===== src/include/merge_consts.svh =====
// Purpose: Offsets, field positions, reset values for the load merge unit
// Assumes: Included by its bare name
// Notes: Byte addresses on a 32-bit AXI4-Lite bus
`ifndef MERGE_CONSTS_SVH
`define MERGE_CONSTS_SVH
`define CTRL_OFFSET 8'h00
`define STATUS_OFFSET 8'h04
`define MASK_OFFSET 8'h08
`define VIRTUAL_ADDRESS_OFFSET 8'h0C
`define CTRL_RESET 8'h00
`define EVENT_RESET 6'h00
`define CTRL_CPU_ENDIAN_BIT 0
`define CTRL_MEM_ENDIAN_BIT 1
`define CTRL_SWAP_BIT 2
`define CTRL_MODE64_BIT 3
`define CTRL_COP_EN_LSB 4
`define EV_TLB_REFILL_BIT 0
`define EV_TLB_INVALID_BIT 1
`define EV_BUS_BIT 2
`define EV_ADDR_BIT 3
`define EV_COP_BIT 4
`define EV_DONE_BIT 5
`define RESP_OKAY 2'b00
`define RESP_SLVERR 2'b10
`endif


===== src/include/merge_pkg.sv =====
// Purpose: Types shared by the load merge unit
// Assumes: Nothing
// Notes: Structs carry request, memory access and memory answer
package merge_pkg;
	typedef enum logic [1:0] {
		OP_LEFT  = 2'b00,
		OP_RIGHT = 2'b01,
		OP_COP   = 2'b10
	} load_op_type;
	typedef enum logic [2:0] {
		EXC_NONE         = 3'b000,
		EXC_TLB_REFILL   = 3'b001,
		EXC_TLB_INVALID  = 3'b010,
		EXC_BUS          = 3'b011,
		EXC_ADDR         = 3'b100,
		EXC_ALIGN        = 3'b101,
		EXC_COP_UNUSABLE = 3'b110
	} exc_code_type;
	typedef enum logic {
		ST_IDLE = 1'b0,
		ST_MEM  = 1'b1
	} state_type;
	typedef struct packed {
		load_op_type op;
		logic [1:0]  cop_sel;
		logic [4:0]  dest;
		logic [15:0] offset;
		logic [63:0] base;
		logic [63:0] old_value;
	} load_req_type;
	typedef struct packed {
		logic [63:0] virtual_address;
		logic [1:0]  access_type;
		logic [2:0]  offset;
	} mem_req_type;
	typedef struct packed {
		exc_code_type fault;
		logic [63:0]  data;
	} mem_rsp_type;
endpackage


===== src/logic/word_merge.sv =====
// Purpose: Merges loaded bytes into the old register value
// Assumes: Byte index and word select already corrected for endianness
// Notes: Purely combinational
`timescale 1ns/100ps
module word_merge (
	// Operation
	input  wire merge_pkg::load_op_type op,
	input  wire logic [1:0]             byte_index,
	input  wire logic                   word_sel,
	input  wire logic                   mode64,
	// Data
	input  wire logic [63:0]            mem_data,
	input  wire logic [63:0]            old_value,
	output logic      [63:0]            merged
);
	import merge_pkg::*;

	always_comb begin
		logic [31:0] mem_word;
		logic [31:0] keep_mask;
		logic [31:0] temp;
		logic [4:0]  shift;
		mem_word = word_sel ? mem_data[63:32] : mem_data[31:0];
		shift = 5'h00;
		keep_mask = 32'h0000_0000;
		temp = mem_word;
		merged = {32'h0000_0000, mem_word};
		if (op == OP_LEFT) begin
			// Addressed byte lands in the top byte, lower bytes kept
			shift = {~byte_index, 3'b000}; // RULE4
			keep_mask = ~(32'hFFFF_FFFF << shift);
			temp = (mem_word << shift) | (old_value[31:0] & keep_mask); // RULE4
			merged = {mode64 ? {32{temp[31]}} : old_value[63:32], temp}; // RULE5
		end else if (op == OP_RIGHT) begin
			// Addressed byte lands in the bottom byte, upper bytes kept
			shift = {byte_index, 3'b000}; // RULE6
			keep_mask = ~(32'hFFFF_FFFF >> shift);
			temp = (mem_word >> shift) | (old_value[31:0] & keep_mask); // RULE6
			if (mode64 && byte_index == 2'b00) begin
				merged = {{32{temp[31]}}, temp}; // RULE7
			end else begin
				merged = {old_value[63:32], temp}; // RULE7
			end
		end
	end
endmodule


===== src/logic/load_merge_unit.sv =====
// Purpose: Partial-word left/right load and coprocessor word load datapath
// Assumes: Memory answers each access with one mem_rsp_valid pulse
// Notes: Registers on AXI4-Lite; one level interrupt
// What this block does
// RULE1: Left load address is base plus sign-extended 16-bit offset, any byte.
// RULE2: Right load address is base plus sign-extended 16-bit offset, any byte.
// RULE3: Only bytes of the aligned word holding the addressed byte are fetched.
// RULE4: Left load fills from the top byte down; lower register bytes kept.
// RULE5: Left load in 64-bit mode copies bit 31 into the upper half.
// RULE6: Right load fills from the bottom byte up; upper word bytes kept.
// RULE7: Right load sign-extends in 64-bit mode only when bit 31 was loaded.
// RULE8: Old destination value is forwarded from the immediately preceding load.
// RULE9: Partial-word loads never raise an alignment address error.
// RULE10: Translation refill, invalid, bus and address errors are reported.
// RULE11: Coprocessor load to a disabled coprocessor raises coprocessor unusable.
// RULE12: Byte index and word select are address bits XOR the CPU endian flag.
// RULE13: Memory gets access type 0 to 3 and a three-bit byte offset.
// RULE14: Merged value is written back once, like an ordinary word load.
//
// The register addresses and the AXI4-Lite slave port were decided locally.
`timescale 1ns/100ps
`include "merge_consts.svh"
module load_merge_unit #(
	parameter int ADDR_WIDTH = 8
) (
	// Clock and reset
	input  wire logic                    clock,
	input  wire logic                    rst_n,
	// AXI4-Lite slave
	input  wire logic [ADDR_WIDTH-1:0]   s_axi_awaddr,
	input  wire logic                    s_axi_awvalid,
	output logic                         s_axi_awready,
	input  wire logic [31:0]             s_axi_wdata,
	input  wire logic [3:0]              s_axi_wstrb,
	input  wire logic                    s_axi_wvalid,
	output logic                         s_axi_wready,
	output logic [1:0]                   s_axi_bresp,
	output logic                         s_axi_bvalid,
	input  wire logic                    s_axi_bready,
	input  wire logic [ADDR_WIDTH-1:0]   s_axi_araddr,
	input  wire logic                    s_axi_arvalid,
	output logic                         s_axi_arready,
	output logic [31:0]                  s_axi_rdata,
	output logic [1:0]                   s_axi_rresp,
	output logic                         s_axi_rvalid,
	input  wire logic                    s_axi_rready,
	// Pipeline request
	input  wire logic                    req_valid,
	input  wire merge_pkg::load_req_type req,
	output logic                         req_ready,
	// Memory side
	output logic                         mem_req_valid,
	output merge_pkg::mem_req_type       mem_req,
	input  wire logic                    mem_rsp_valid,
	input  wire merge_pkg::mem_rsp_type  mem_rsp,
	// Results
	output logic                         wb_valid,
	output logic [4:0]                   wb_dest,
	output logic [63:0]                  wb_data,
	output logic                         cop_valid,
	output logic [1:0]                   cop_sel,
	output logic [31:0]                  cop_data,
	output logic                         exc_valid,
	output merge_pkg::exc_code_type      exc_code,
	output logic                         irq
);
	import merge_pkg::*;

	function automatic logic [2:0] reg_index(input logic [ADDR_WIDTH-1:0] a);
		case (a)
			ADDR_WIDTH'(`CTRL_OFFSET):   reg_index = 3'd0;
			ADDR_WIDTH'(`STATUS_OFFSET): reg_index = 3'd1;
			ADDR_WIDTH'(`MASK_OFFSET):   reg_index = 3'd2;
			ADDR_WIDTH'(`VIRTUAL_ADDRESS_OFFSET):  reg_index = 3'd3;
			default:                     reg_index = 3'd4;
		endcase
	endfunction

	function automatic logic [31:0] lane_mask(input logic [3:0] s);
		lane_mask = {{8{s[3]}}, {8{s[2]}}, {8{s[1]}}, {8{s[0]}}};
	endfunction

	// Bus side state
	logic [7:0]            ctrl_reg, ctrl_next;
	logic [5:0]            status_reg, status_next;
	logic [5:0]            mask_reg, mask_next;
	logic                  irq_reg, irq_next;
	logic                  aw_full_reg, aw_full_next;
	logic                  w_full_reg, w_full_next;
	logic [ADDR_WIDTH-1:0] awaddr_reg, awaddr_next;
	logic [31:0]           wdata_reg, wdata_next;
	logic [3:0]            wstrb_reg, wstrb_next;
	logic                  awready_reg, awready_next;
	logic                  wready_reg, wready_next;
	logic                  bvalid_reg, bvalid_next;
	logic [1:0]            bresp_reg, bresp_next;
	logic                  arready_reg, arready_next;
	logic                  rvalid_reg, rvalid_next;
	logic [31:0]           rdata_reg, rdata_next;
	logic [1:0]            rresp_reg, rresp_next;
	// Pipeline side state
	state_type             state_reg, state_next;
	load_op_type           op_reg, op_next;
	logic [1:0]            csel_reg, csel_next;
	logic [4:0]            dest_reg, dest_next;
	logic [63:0]           old_reg, old_next;
	logic [1:0]            byte_reg, byte_next;
	logic                  word_reg, word_next;
	logic                  mode_reg, mode_next;
	logic                  ready_reg, ready_next;
	logic                  mreq_valid_reg, mreq_valid_next;
	mem_req_type           mreq_reg, mreq_next;
	logic                  wb_valid_reg, wb_valid_next;
	logic [4:0]            wb_dest_reg, wb_dest_next;
	logic [63:0]           wb_data_reg, wb_data_next;
	logic                  cop_valid_reg, cop_valid_next;
	logic [1:0]            cop_sel_reg, cop_sel_next;
	logic [31:0]           cop_data_reg, cop_data_next;
	logic                  exc_valid_reg, exc_valid_next;
	exc_code_type          exc_code_reg, exc_code_next;
	logic                  fwd_valid_reg, fwd_valid_next;
	logic [4:0]            fwd_dest_reg, fwd_dest_next;
	logic [63:0]           fwd_data_reg, fwd_data_next;
	logic [31:0]           last_virtual_address_reg, last_virtual_address_next;
	logic [5:0]            events;
	logic [63:0]           virtual_address;
	logic [63:0]           merged;
	logic                  take;

	assign take = req_valid && ready_reg;
	assign virtual_address = req.base + {{48{req.offset[15]}}, req.offset}; // RULE1 RULE2

	word_merge merge_inst (
		.op         (op_reg),
		.byte_index (byte_reg),
		.word_sel   (word_reg),
		.mode64     (mode_reg),
		.mem_data   (mem_rsp.data),
		.old_value  (old_reg),
		.merged     (merged)
	);

	always_comb begin
		logic [2:0] physical;
		logic       cpu_big;
		cpu_big = ctrl_reg[`CTRL_CPU_ENDIAN_BIT];
		physical = virtual_address[2:0] ^ {3{ctrl_reg[`CTRL_SWAP_BIT]}};
		state_next = state_reg;
		op_next = op_reg;
		csel_next = csel_reg;
		dest_next = dest_reg;
		old_next = old_reg;
		byte_next = byte_reg;
		word_next = word_reg;
		mode_next = mode_reg;
		ready_next = ready_reg;
		mreq_valid_next = 1'b0;
		mreq_next = mreq_reg;
		wb_valid_next = 1'b0;
		wb_dest_next = wb_dest_reg;
		wb_data_next = wb_data_reg;
		cop_valid_next = 1'b0;
		cop_sel_next = cop_sel_reg;
		cop_data_next = cop_data_reg;
		exc_valid_next = 1'b0;
		exc_code_next = exc_code_reg;
		fwd_valid_next = fwd_valid_reg;
		fwd_dest_next = fwd_dest_reg;
		fwd_data_next = fwd_data_reg;
		last_virtual_address_next = last_virtual_address_reg;
		events = `EVENT_RESET;
		case (state_reg)
			ST_IDLE: begin
				if (take) begin
					op_next = req.op;
					csel_next = req.cop_sel;
					dest_next = req.dest;
					mode_next = ctrl_reg[`CTRL_MODE64_BIT];
					byte_next = virtual_address[1:0] ^ {2{cpu_big}}; // RULE12
					word_next = virtual_address[2] ^ cpu_big; // RULE12
					last_virtual_address_next = virtual_address[31:0];
					fwd_valid_next = 1'b0;
					if (fwd_valid_reg && req.dest == fwd_dest_reg) begin
						old_next = fwd_data_reg; // RULE8
					end else begin
						old_next = req.old_value;
					end
					if (req.op == OP_COP && !ctrl_reg[`CTRL_COP_EN_LSB + req.cop_sel]) begin
						exc_valid_next = 1'b1; // RULE11
						exc_code_next = EXC_COP_UNUSABLE;
						events[`EV_COP_BIT] = 1'b1;
					end else if (req.op == OP_COP && virtual_address[1:0] != 2'b00) begin
						exc_valid_next = 1'b1;
						exc_code_next = EXC_ALIGN;
						events[`EV_ADDR_BIT] = 1'b1;
					end else begin
						// Partial loads skip the alignment check entirely
						mreq_valid_next = 1'b1; // RULE9
						mreq_next.virtual_address = virtual_address;
						if (req.op == OP_COP) begin
							mreq_next.access_type = 2'b11;
							mreq_next.offset = physical;
						end else begin
							mreq_next.access_type = virtual_address[1:0] ^ {2{cpu_big}}; // RULE13
							mreq_next.offset = {physical[2], 2'b00}; // RULE3 RULE13
						end
						ready_next = 1'b0;
						state_next = ST_MEM;
					end
				end
			end
			ST_MEM: begin
				if (mem_rsp_valid) begin
					state_next = ST_IDLE;
					ready_next = 1'b1;
					if (mem_rsp.fault != EXC_NONE) begin
						exc_valid_next = 1'b1; // RULE10
						exc_code_next = (mem_rsp.fault == EXC_ALIGN) ? EXC_ADDR : mem_rsp.fault;
						events[`EV_TLB_REFILL_BIT] = mem_rsp.fault == EXC_TLB_REFILL;
						events[`EV_TLB_INVALID_BIT] = mem_rsp.fault == EXC_TLB_INVALID;
						events[`EV_BUS_BIT] = mem_rsp.fault == EXC_BUS;
						events[`EV_ADDR_BIT] = mem_rsp.fault == EXC_ADDR
							|| mem_rsp.fault == EXC_ALIGN;
					end else if (op_reg == OP_COP) begin
						cop_valid_next = 1'b1;
						cop_sel_next = csel_reg;
						cop_data_next = merged[31:0];
						events[`EV_DONE_BIT] = 1'b1;
					end else begin
						wb_valid_next = 1'b1; // RULE14
						wb_dest_next = dest_reg;
						wb_data_next = merged;
						fwd_valid_next = 1'b1; // RULE8
						fwd_dest_next = dest_reg;
						fwd_data_next = merged;
						events[`EV_DONE_BIT] = 1'b1;
					end
				end
			end
			default: begin
				state_next = ST_IDLE;
				ready_next = 1'b1;
			end
		endcase
	end

	always_ff @(posedge clock) begin
		if (!rst_n) begin
			state_reg <= ST_IDLE;
			op_reg <= OP_LEFT;
			csel_reg <= 2'h0;
			dest_reg <= 5'h00;
			old_reg <= 64'h0000_0000_0000_0000;
			byte_reg <= 2'h0;
			word_reg <= 1'b0;
			mode_reg <= 1'b0;
			ready_reg <= 1'b1;
			mreq_valid_reg <= 1'b0;
			mreq_reg <= '0;
			wb_valid_reg <= 1'b0;
			wb_dest_reg <= 5'h00;
			wb_data_reg <= 64'h0000_0000_0000_0000;
			cop_valid_reg <= 1'b0;
			cop_sel_reg <= 2'h0;
			cop_data_reg <= 32'h0000_0000;
			exc_valid_reg <= 1'b0;
			exc_code_reg <= EXC_NONE;
			fwd_valid_reg <= 1'b0;
			fwd_dest_reg <= 5'h00;
			fwd_data_reg <= 64'h0000_0000_0000_0000;
			last_virtual_address_reg <= 32'h0000_0000;
		end else begin
			state_reg <= state_next;
			op_reg <= op_next;
			csel_reg <= csel_next;
			dest_reg <= dest_next;
			old_reg <= old_next;
			byte_reg <= byte_next;
			word_reg <= word_next;
			mode_reg <= mode_next;
			ready_reg <= ready_next;
			mreq_valid_reg <= mreq_valid_next;
			mreq_reg <= mreq_next;
			wb_valid_reg <= wb_valid_next;
			wb_dest_reg <= wb_dest_next;
			wb_data_reg <= wb_data_next;
			cop_valid_reg <= cop_valid_next;
			cop_sel_reg <= cop_sel_next;
			cop_data_reg <= cop_data_next;
			exc_valid_reg <= exc_valid_next;
			exc_code_reg <= exc_code_next;
			fwd_valid_reg <= fwd_valid_next;
			fwd_dest_reg <= fwd_dest_next;
			fwd_data_reg <= fwd_data_next;
			last_virtual_address_reg <= last_virtual_address_next;
		end
	end

	always_comb begin
		logic [31:0] m;
		logic        do_write;
		aw_full_next = aw_full_reg | (s_axi_awvalid & awready_reg);
		w_full_next = w_full_reg | (s_axi_wvalid & wready_reg);
		awaddr_next = (s_axi_awvalid & awready_reg) ? s_axi_awaddr : awaddr_reg;
		wdata_next = (s_axi_wvalid & wready_reg) ? s_axi_wdata : wdata_reg;
		wstrb_next = (s_axi_wvalid & wready_reg) ? s_axi_wstrb : wstrb_reg;
		m = lane_mask(wstrb_next);
		ctrl_next = ctrl_reg;
		mask_next = mask_reg;
		// Hardware events win over a same-cycle clear
		status_next = status_reg | events;
		bvalid_next = bvalid_reg & ~s_axi_bready;
		bresp_next = bresp_reg;
		do_write = aw_full_next & w_full_next & ~bvalid_reg;
		if (do_write) begin
			aw_full_next = 1'b0;
			w_full_next = 1'b0;
			bvalid_next = 1'b1;
			bresp_next = `RESP_OKAY;
			case (reg_index(awaddr_next))
				3'd0: ctrl_next = (ctrl_reg & ~m[7:0]) | (wdata_next[7:0] & m[7:0]);
				3'd1: status_next = (status_reg & ~(wdata_next[5:0] & m[5:0])) | events;
				3'd2: mask_next = (mask_reg & ~m[5:0]) | (wdata_next[5:0] & m[5:0]);
				3'd3: bresp_next = `RESP_OKAY;
				default: bresp_next = `RESP_SLVERR;
			endcase
		end
		awready_next = ~aw_full_next & ~bvalid_next;
		wready_next = ~w_full_next & ~bvalid_next;
		irq_next = |(status_next & mask_next);
		rvalid_next = rvalid_reg & ~s_axi_rready;
		rdata_next = rdata_reg;
		rresp_next = rresp_reg;
		if (s_axi_arvalid && arready_reg) begin
			rvalid_next = 1'b1;
			rresp_next = `RESP_OKAY;
			case (reg_index(s_axi_araddr))
				3'd0: rdata_next = {24'h00_0000, ctrl_reg};
				3'd1: rdata_next = {26'h000_0000, status_reg};
				3'd2: rdata_next = {26'h000_0000, mask_reg};
				3'd3: rdata_next = last_virtual_address_reg;
				default: begin
					rdata_next = 32'h0000_0000;
					rresp_next = `RESP_SLVERR;
				end
			endcase
		end
		arready_next = ~rvalid_next;
	end

	always_ff @(posedge clock) begin
		if (!rst_n) begin
			ctrl_reg <= `CTRL_RESET;
			status_reg <= `EVENT_RESET;
			mask_reg <= `EVENT_RESET;
			irq_reg <= 1'b0;
			aw_full_reg <= 1'b0;
			w_full_reg <= 1'b0;
			awaddr_reg <= '0;
			wdata_reg <= 32'h0000_0000;
			wstrb_reg <= 4'h0;
			awready_reg <= 1'b1;
			wready_reg <= 1'b1;
			bvalid_reg <= 1'b0;
			bresp_reg <= `RESP_OKAY;
			arready_reg <= 1'b1;
			rvalid_reg <= 1'b0;
			rdata_reg <= 32'h0000_0000;
			rresp_reg <= `RESP_OKAY;
		end else begin
			ctrl_reg <= ctrl_next;
			status_reg <= status_next;
			mask_reg <= mask_next;
			irq_reg <= irq_next;
			aw_full_reg <= aw_full_next;
			w_full_reg <= w_full_next;
			awaddr_reg <= awaddr_next;
			wdata_reg <= wdata_next;
			wstrb_reg <= wstrb_next;
			awready_reg <= awready_next;
			wready_reg <= wready_next;
			bvalid_reg <= bvalid_next;
			bresp_reg <= bresp_next;
			arready_reg <= arready_next;
			rvalid_reg <= rvalid_next;
			rdata_reg <= rdata_next;
			rresp_reg <= rresp_next;
		end
	end

	assign s_axi_awready = awready_reg;
	assign s_axi_wready = wready_reg;
	assign s_axi_bvalid = bvalid_reg;
	assign s_axi_bresp = bresp_reg;
	assign s_axi_arready = arready_reg;
	assign s_axi_rvalid = rvalid_reg;
	assign s_axi_rdata = rdata_reg;
	assign s_axi_rresp = rresp_reg;
	assign req_ready = ready_reg;
	assign mem_req_valid = mreq_valid_reg;
	assign mem_req = mreq_reg;
	assign wb_valid = wb_valid_reg;
	assign wb_dest = wb_dest_reg;
	assign wb_data = wb_data_reg;
	assign cop_valid = cop_valid_reg;
	assign cop_sel = cop_sel_reg;
	assign cop_data = cop_data_reg;
	assign exc_valid = exc_valid_reg;
	assign exc_code = exc_code_reg;
	assign irq = irq_reg;
endmodule


===== config.mk =====
export PLATFORM = sky130hd
export DESIGN_NAME = load_merge_unit
export DESIGN_NICKNAME = d
export VERILOG_FILES = /design/src/include/merge_pkg.sv /design/src/logic/word_merge.sv /design/src/logic/load_merge_unit.sv
export VERILOG_INCLUDE_DIRS = /design/src /design/src/include
export SDC_FILE = /design/constraint.sdc
export NUM_CORES = 1
export LEC_CHECK = 0
export BUFFER_PORTS_ARGS = -buffer_cell sky130_fd_sc_hd__buf_2
export CORE_UTILIZATION = 54
export DETAILED_ROUTE_END_ITERATION = 10
export PLACE_DENSITY = 0.86
export SLEW_MARGIN = 20
export SYNTH_ARGS = -nofsm -noshare
export SYNTH_HDL_FRONTEND = slang
export SYNTH_HIERARCHICAL = 1
export SYNTH_SLANG_ARGS = --single-unit

===== constraint.sdc =====
create_clock -name clock -period 3.8 [get_ports clock]
set_clock_uncertainty 0.2 [all_clocks]
set_input_delay 0.19 -clock clock [delete_from_list [all_inputs] [get_ports clock]]
set_output_delay 0.19 -clock clock [all_outputs]
set_load 0.1 [all_outputs]

Word-level counts from Yosys, hierarchy flattened
Index checks and enable logic that the tools add are counted.

$add $sub $neg: 2. Order comparisons: 1. Equal/unequal tests: 29. Shift operators: 4. Multiplexer cells: 68. Bitwise logic cells: 47. Reduce and logical (&&, ||, !) cells: 29.

Operators with widths (count): 64-bit 2-to-1 mux (4); 32-bit one-hot mux with 4 select lines (1); 64-bit adder (1); 32-bit AND (2); 32-bit 2-to-1 mux (2); 32-bit NOT (2); 32-bit bitwise OR (2); 8-bit by 4-bit == test with 1-bit output (second input constant) (4); 32-bit by 5-bit left shift with 32-bit output (1); 32-bit by 5-bit left shift with 32-bit output (first input constant) (1); 32-bit by 5-bit right shift with 32-bit output (1); 32-bit by 5-bit right shift with 32-bit output (first input constant) (1); 1-bit 2-to-1 mux (31); 3-bit 2-to-1 mux (9); 6-bit AND (4); 6-bit 2-to-1 mux (4); 3-bit one-hot mux with 4 select lines (2); 4-bit AND reduction (6); 3-bit by 2-bit == test with 1-bit output (second input constant) (6); 6-bit bitwise OR (3); 8-bit AND (2); 8-bit by 3-bit == test with 1-bit output (second input constant) (2); 8-bit zero test (2); 8-bit 2-to-1 mux (2); other kinds (37) (85).

Register bits after elaboration: 372. Input port bits: 281. Output and inout port bits: 222. Word-level logic and storage cells: 220.

Longest topological paths before layout
Depth in word-level cells: 13. Gate-level depth with buffers: 13. Mapped depth without buffers: 13.

By module
Netlist, hierarchy kept.

By module, submodules not included: load_merge_unit (instances 1, cells an instance 2181, area each 17635.7 um^2, seq. area each 7407.1 um^2); word_merge (instances 1, cells an instance 261, area each 2404.8 um^2, seq. area each 0.0 um^2).

Worst setup path before layout
OpenSTA, ideal clock, no wires.

Path kind: register to register. Start point: reg awready_reg (netlist: s_axi_awready). End point: reg irq_reg (netlist: irq). Library setup time: 0.128 ns. Arrival time: 2.958 ns. Required time: 3.472 ns. Setup slack: 0.514 ns. Stages on the path, launching flop included: 12. Path buffers: 1. Clock period less this slack: 3.286 ns. Cells stage by stage: dfxtp_1 and2_1 clkbuf_1 nor2_1 nor3_1 nand3_1 a21oi_1 nand2_1 a221oi_1 o22ai_1 nor3_1 nor2_1.

Longest elaborated chain between the ends: 10. Elaborated cells on any way between the ends: 19. Those cells by class: 5 x eq/ne; 7 x mux; 5 x bitwise; 2 x reduce/logical.

RTL lines: start, declared (RTL line load_merge_unit.sv:93) `logic awready_reg, awready_next;`; start signal, assigned (RTL line load_merge_unit.sv:380) `awready_reg <= awready_next;`; 1-bit AND (*) (RTL line load_merge_unit.sv:302, load_merge_unit.sv:304); 8-bit 2-to-1 mux (RTL line load_merge_unit.sv:304) `awaddr_next = (s_axi_awvalid & awready_reg) ? s_axi_awaddr : awaddr_reg;`; 8-bit by 4-bit == test with 1-bit output (tied with other cells) (RTL line load_merge_unit.sv:70) `case (a)`; 3-bit one-hot mux with 4 select lines (RTL line load_merge_unit.sv:70); 3-bit 2-to-1 mux (RTL line load_merge_unit.sv:315) `if (do_write) begin`; 3-bit by 1-bit == test with 1-bit output / 3-bit by 2-bit == test with 1-bit output (equally long branches) (RTL line load_merge_unit.sv:320) `case (reg_index(awaddr_next))`; 6-bit 2-to-1 mux (RTL line load_merge_unit.sv:320); 6-bit 2-to-1 mux (RTL line load_merge_unit.sv:315); 6-bit AND (*) (RTL line load_merge_unit.sv:330) `irq_next = |(status_next & mask_next);`; 6-bit OR reduction (*) (RTL line load_merge_unit.sv:330); end signal, assigned (RTL line load_merge_unit.sv:374) `irq_reg <= irq_next;`; end, declared (RTL line load_merge_unit.sv:87) `logic irq_reg, irq_next;`.

Mark *: on every way between the ends. The rest lies on a longest branch, timed or not. The select of a mux whose other input is x is not followed. A chain may end at the register's enable or synchronous reset.

Worst setup path in the final report
Ends and elaborated chain as after synthesis.

==> summary.md <==
| Metric | Value |
|---|---|
| Critical path peak fanout | 14 |
| Sequential fraction of the synthesis area | 0.370 |
| DRT iter0 DRCs | 1763 |
| FP Rows | 70 |
| P_sw | 4030 µW |
| Die W | 195 µm |
| Critical Path AT | 3840 ps |
| Most frequent cells in the layout | 491 x nand2_1, 473 x buf_2, 368 x dfxtp_1 |
| Vias/cell | 6.07 |
| Nets | 3300 |
| CTS tree | built |
| Share of cells above drive strength 1 | 0.228 |
| Hold path depth | 5 |
| Crit Path Class | reg -> reg |
| Final setup violation count | 0 |
| Largest net degree at the start of global routing | 180 |
| Tmin final | 3620 ps |
| GPL Wtd Cong | 1.05 |
| Largest family of logic cells by synthesized area | compound AO/OA/AOI/OAI gates |
| Fmax | 277 MHz |
| Starting Density | 0.549 |
| Critical Path Source Type | flop |
| Compound-cell area share of the yosys netlist | 0.212 |
| Pwr Total | 11500 µW |
| Yosys cell types | 88 |
| Post-route DRC | 0 |
| Most used DFF post-synth | dfxtp_1 |
| Worst vdd ir | between 0.0004 and 0.0005 V |
| TritonCTS Sinks | 370 |
| Setup Total Neg Slack | 0 ps |
| Die area | around 0.038 mm² |
| Total gr overflow | 0 |
| Worst Reg-to-Reg Cells | 11 |
| WP data required | 4030 ps |
| Latest clock arrival within the worst-skew pair | between 500 and 600 ps |
| R2R Path Start | s_axi_awready |
| Syn Area/Cell | 8.21 µm² |
| Adder-Cell Fraction of Synth Area | 0.0403 |
| Remaining antenna violation count | 0 |
| Crit end category | flop |
| Ys async rst share | 0 |
| Clk pwr share | 0.348 |
| Total core area | approximately 0.037 mm² |
| Number of global-route vias before repair | 20600 |
| Number of I/O pins | 503 |
| Post-CTS setup buffers | 0 |
| Area growth, synth to finish | 25.7% |
| Comb power frac | 0.277 |
| Pint | 7440 µW |
| Core Util, Final | 0.690 |
| Antenna violations before repair | 8 |
| XOR/XNOR Fraction of Synth Area | 0.0271 |
| Status | finished clean |
| Post-synth EDFFs | 0 |
| Leading cell type in the layout, fill and taps excluded | nand2_1 |
| Hold Startpoint | s_axi_araddr[6] |
| MaxCap Viol Count | 0 |
| Num CTS Buffers | 40 |
| Reg power frac | 0.375 |
| Port Buffers | 473 |
| CTS root buffer | clkbuf_16 |
| Leakage | 0.0107 µW |
| Via Count | ~21000 |
| Yosys warning count | 6 |
| WHS Endpoint | s_axi_rresp[1] |
| 1st-pass router iterations | 8 |
| DIE HEIGHT | 195 µm |
| Htree depth | 2 |
| RSZ-0062 raised after global routing | no |
| R2r setup slk | 180 ps |
| Clk slew on worst S/H paths | 60 ps |
| GRT Total Usage | 0.374 |
| Post-synthesis simple-gate area fraction | 0.189 |
| Slew Limit Headroom | 0.314 |
| DP HPWL | 50900 µm |
| Final Hold Fails | 0 |
| Mapped Area | 0.0200 mm² |
| WL final | 72600 µm |
| Number of flip-flops in the largest register | a little under 70 |
| HP Class | in -> reg |
| First-pass GRT wire length | 112000 µm |
| PD cells | 455 mW/mm² |
| Clock buffer depth | 3 |
| Seq cells post-synth | 370 |
| Post-synthesis mux area share | 0.116 |
| Max-slew violations | 0 |
| Sw Ratio | 0.352 |
| Cells after synthesis | 2442 |
| FF-to-FF End | irq |
| Worst Tran Pin Value | 1030 ps |
| Period utilisation layout | 0.951 |
| WL/cell | 21.0 µm |
[through the flow]
step / cell area [µm²] / setup slack, ps / instances / hold slack, ps
floorplan: 20000 / 514 / 2443 / 126
global placement: 22600 / 248 / 3257 / 238
detailed placement: 22600 / 229 / 3257 / 242
CTS: 25200 / 31.9 / 3451 / 0.175
global route: 25200 / 51.3 / 3455 / 58.0
finish: 25200 / 184 / 3456 / 12.9
[routing by layer]
| metal | global-route usage | part of all wire | up-vias |
|---|---|---|---|
| li1 | - | - | 9706 |
| met1 | 0.429 | 0.38 | 9887 |
| met2 | 0.626 | 0.47 | 1105 |
| met3 | 0.0956 | 0.086 | 285 |
| met4 | 0.227 | 0.065 | 4 |
| met5 | 0 | 0.00041 | - |
[worst max path at each step]
stage               slack [ps]  cells after the start          end     startpoint
CTS                         30                     11          irq  s_axi_awready
floorplan                  510                     11          irq  s_axi_awready
detailed placement         230                     12  mem_req[61]       req[143]
global route                50                     11          irq  s_axi_awready
global placement           250                     13  mem_req[65]       req[143]
finish                     180                     11          irq  s_axi_awready
[final cells by class]
type / instances / area [µm²]
clock inverters: 16 / 176
clock buffers: 54 / 1150
inverters: 28 / 113
repair buffers: 638 / 3970
fillers: 2845 / 11300
flip-flops and latches: 370 / 7410
well taps: 468 / 586
multi-input cells: 1877 / 11800
diodes: 5 / 12.5
[kinds of logic (layout without fill, tap and decap cells)]
group	count (synthesis)	count (layout)
other cells	1	7
simple gates	888	888
xor+xnor	62	62
buf+inv	196	736
flops	370	370
mux	191	191
compound gates	670	670
fa+ha+maj	64	64
[Yosys cell counts, types with 6 or more instances]
master | n | share of area
nand2_1 | 492 | 0.092
dfxtp_1 | 370 | 0.37
a21oi_1 | 296 | 0.074
nor2_1 | 207 | 0.039
clkbuf_1 | 130 | 0.024
mux2i_1 | 129 | 0.064
a211oi_1 | 84 | 0.031
a21o_1 | 64 | 0.024
ha_1 | 63 | 0.039
o21ai_0 | 58 | 0.014
a22oi_1 | 48 | 0.018
xnor2_1 | 39 | 0.017
nand3_1 | 38 | 0.0095
mux2_2 | 32 | 0.018
mux4_2 | 30 | 0.034
inv_1 | 27 | 0.0051
nor3_1 | 23 | 0.0057
xor2_1 | 23 | 0.010
and2_1 | 22 | 0.0069
nand4_1 | 21 | 0.0066
nor2b_1 | 18 | 0.0056
o21bai_1 | 16 | 0.0060
nor4_1 | 14 | 0.0044
o211ai_1 | 14 | 0.0052
nand2b_1 | 11 | 0.0034
and3_1 | 10 | 0.0031
a31oi_1 | 9 | 0.0028
o221ai_1 | 9 | 0.0039
buf_1 | 8 | 0.0015
buf_4 | 8 | 0.0030
o21a_1 | 8 | 0.0030
or3_1 | 8 | 0.0025
o31ai_1 | 7 | 0.0026
buf_6 | 6 | 0.0034
[power groups by stage]
stage	clock [µW]	sequential [µW]	combinational [µW]
after floorplan	0	4970	1590
after global placement	0	4360	2950
after detailed placement	0	4370	2980
after CTS	4020	4290	3110
after global routing	4170	4330	3370
final	3990	4300	3180
[repair_timing]
item,4_1_cts,5_1_grt
hold buffers,124,0
gates resized for setup,0,2
endpoints found under the hold margin,138,0
setup endpoints to repair,0,1
[critical path: stages, from the launching register on]
cell           delay (ps)
dfxtp_1               380
and2_1                460
nor2_1                180
nor3_2                310
nand3_1               230
a21oi_2               440
nand2_1               110
a32oi_1               160
dlygate4sd3_1         590
o22ai_1                70
nor3_1                270
nor2_1                 60
Power figures use the tool's default switching activity.
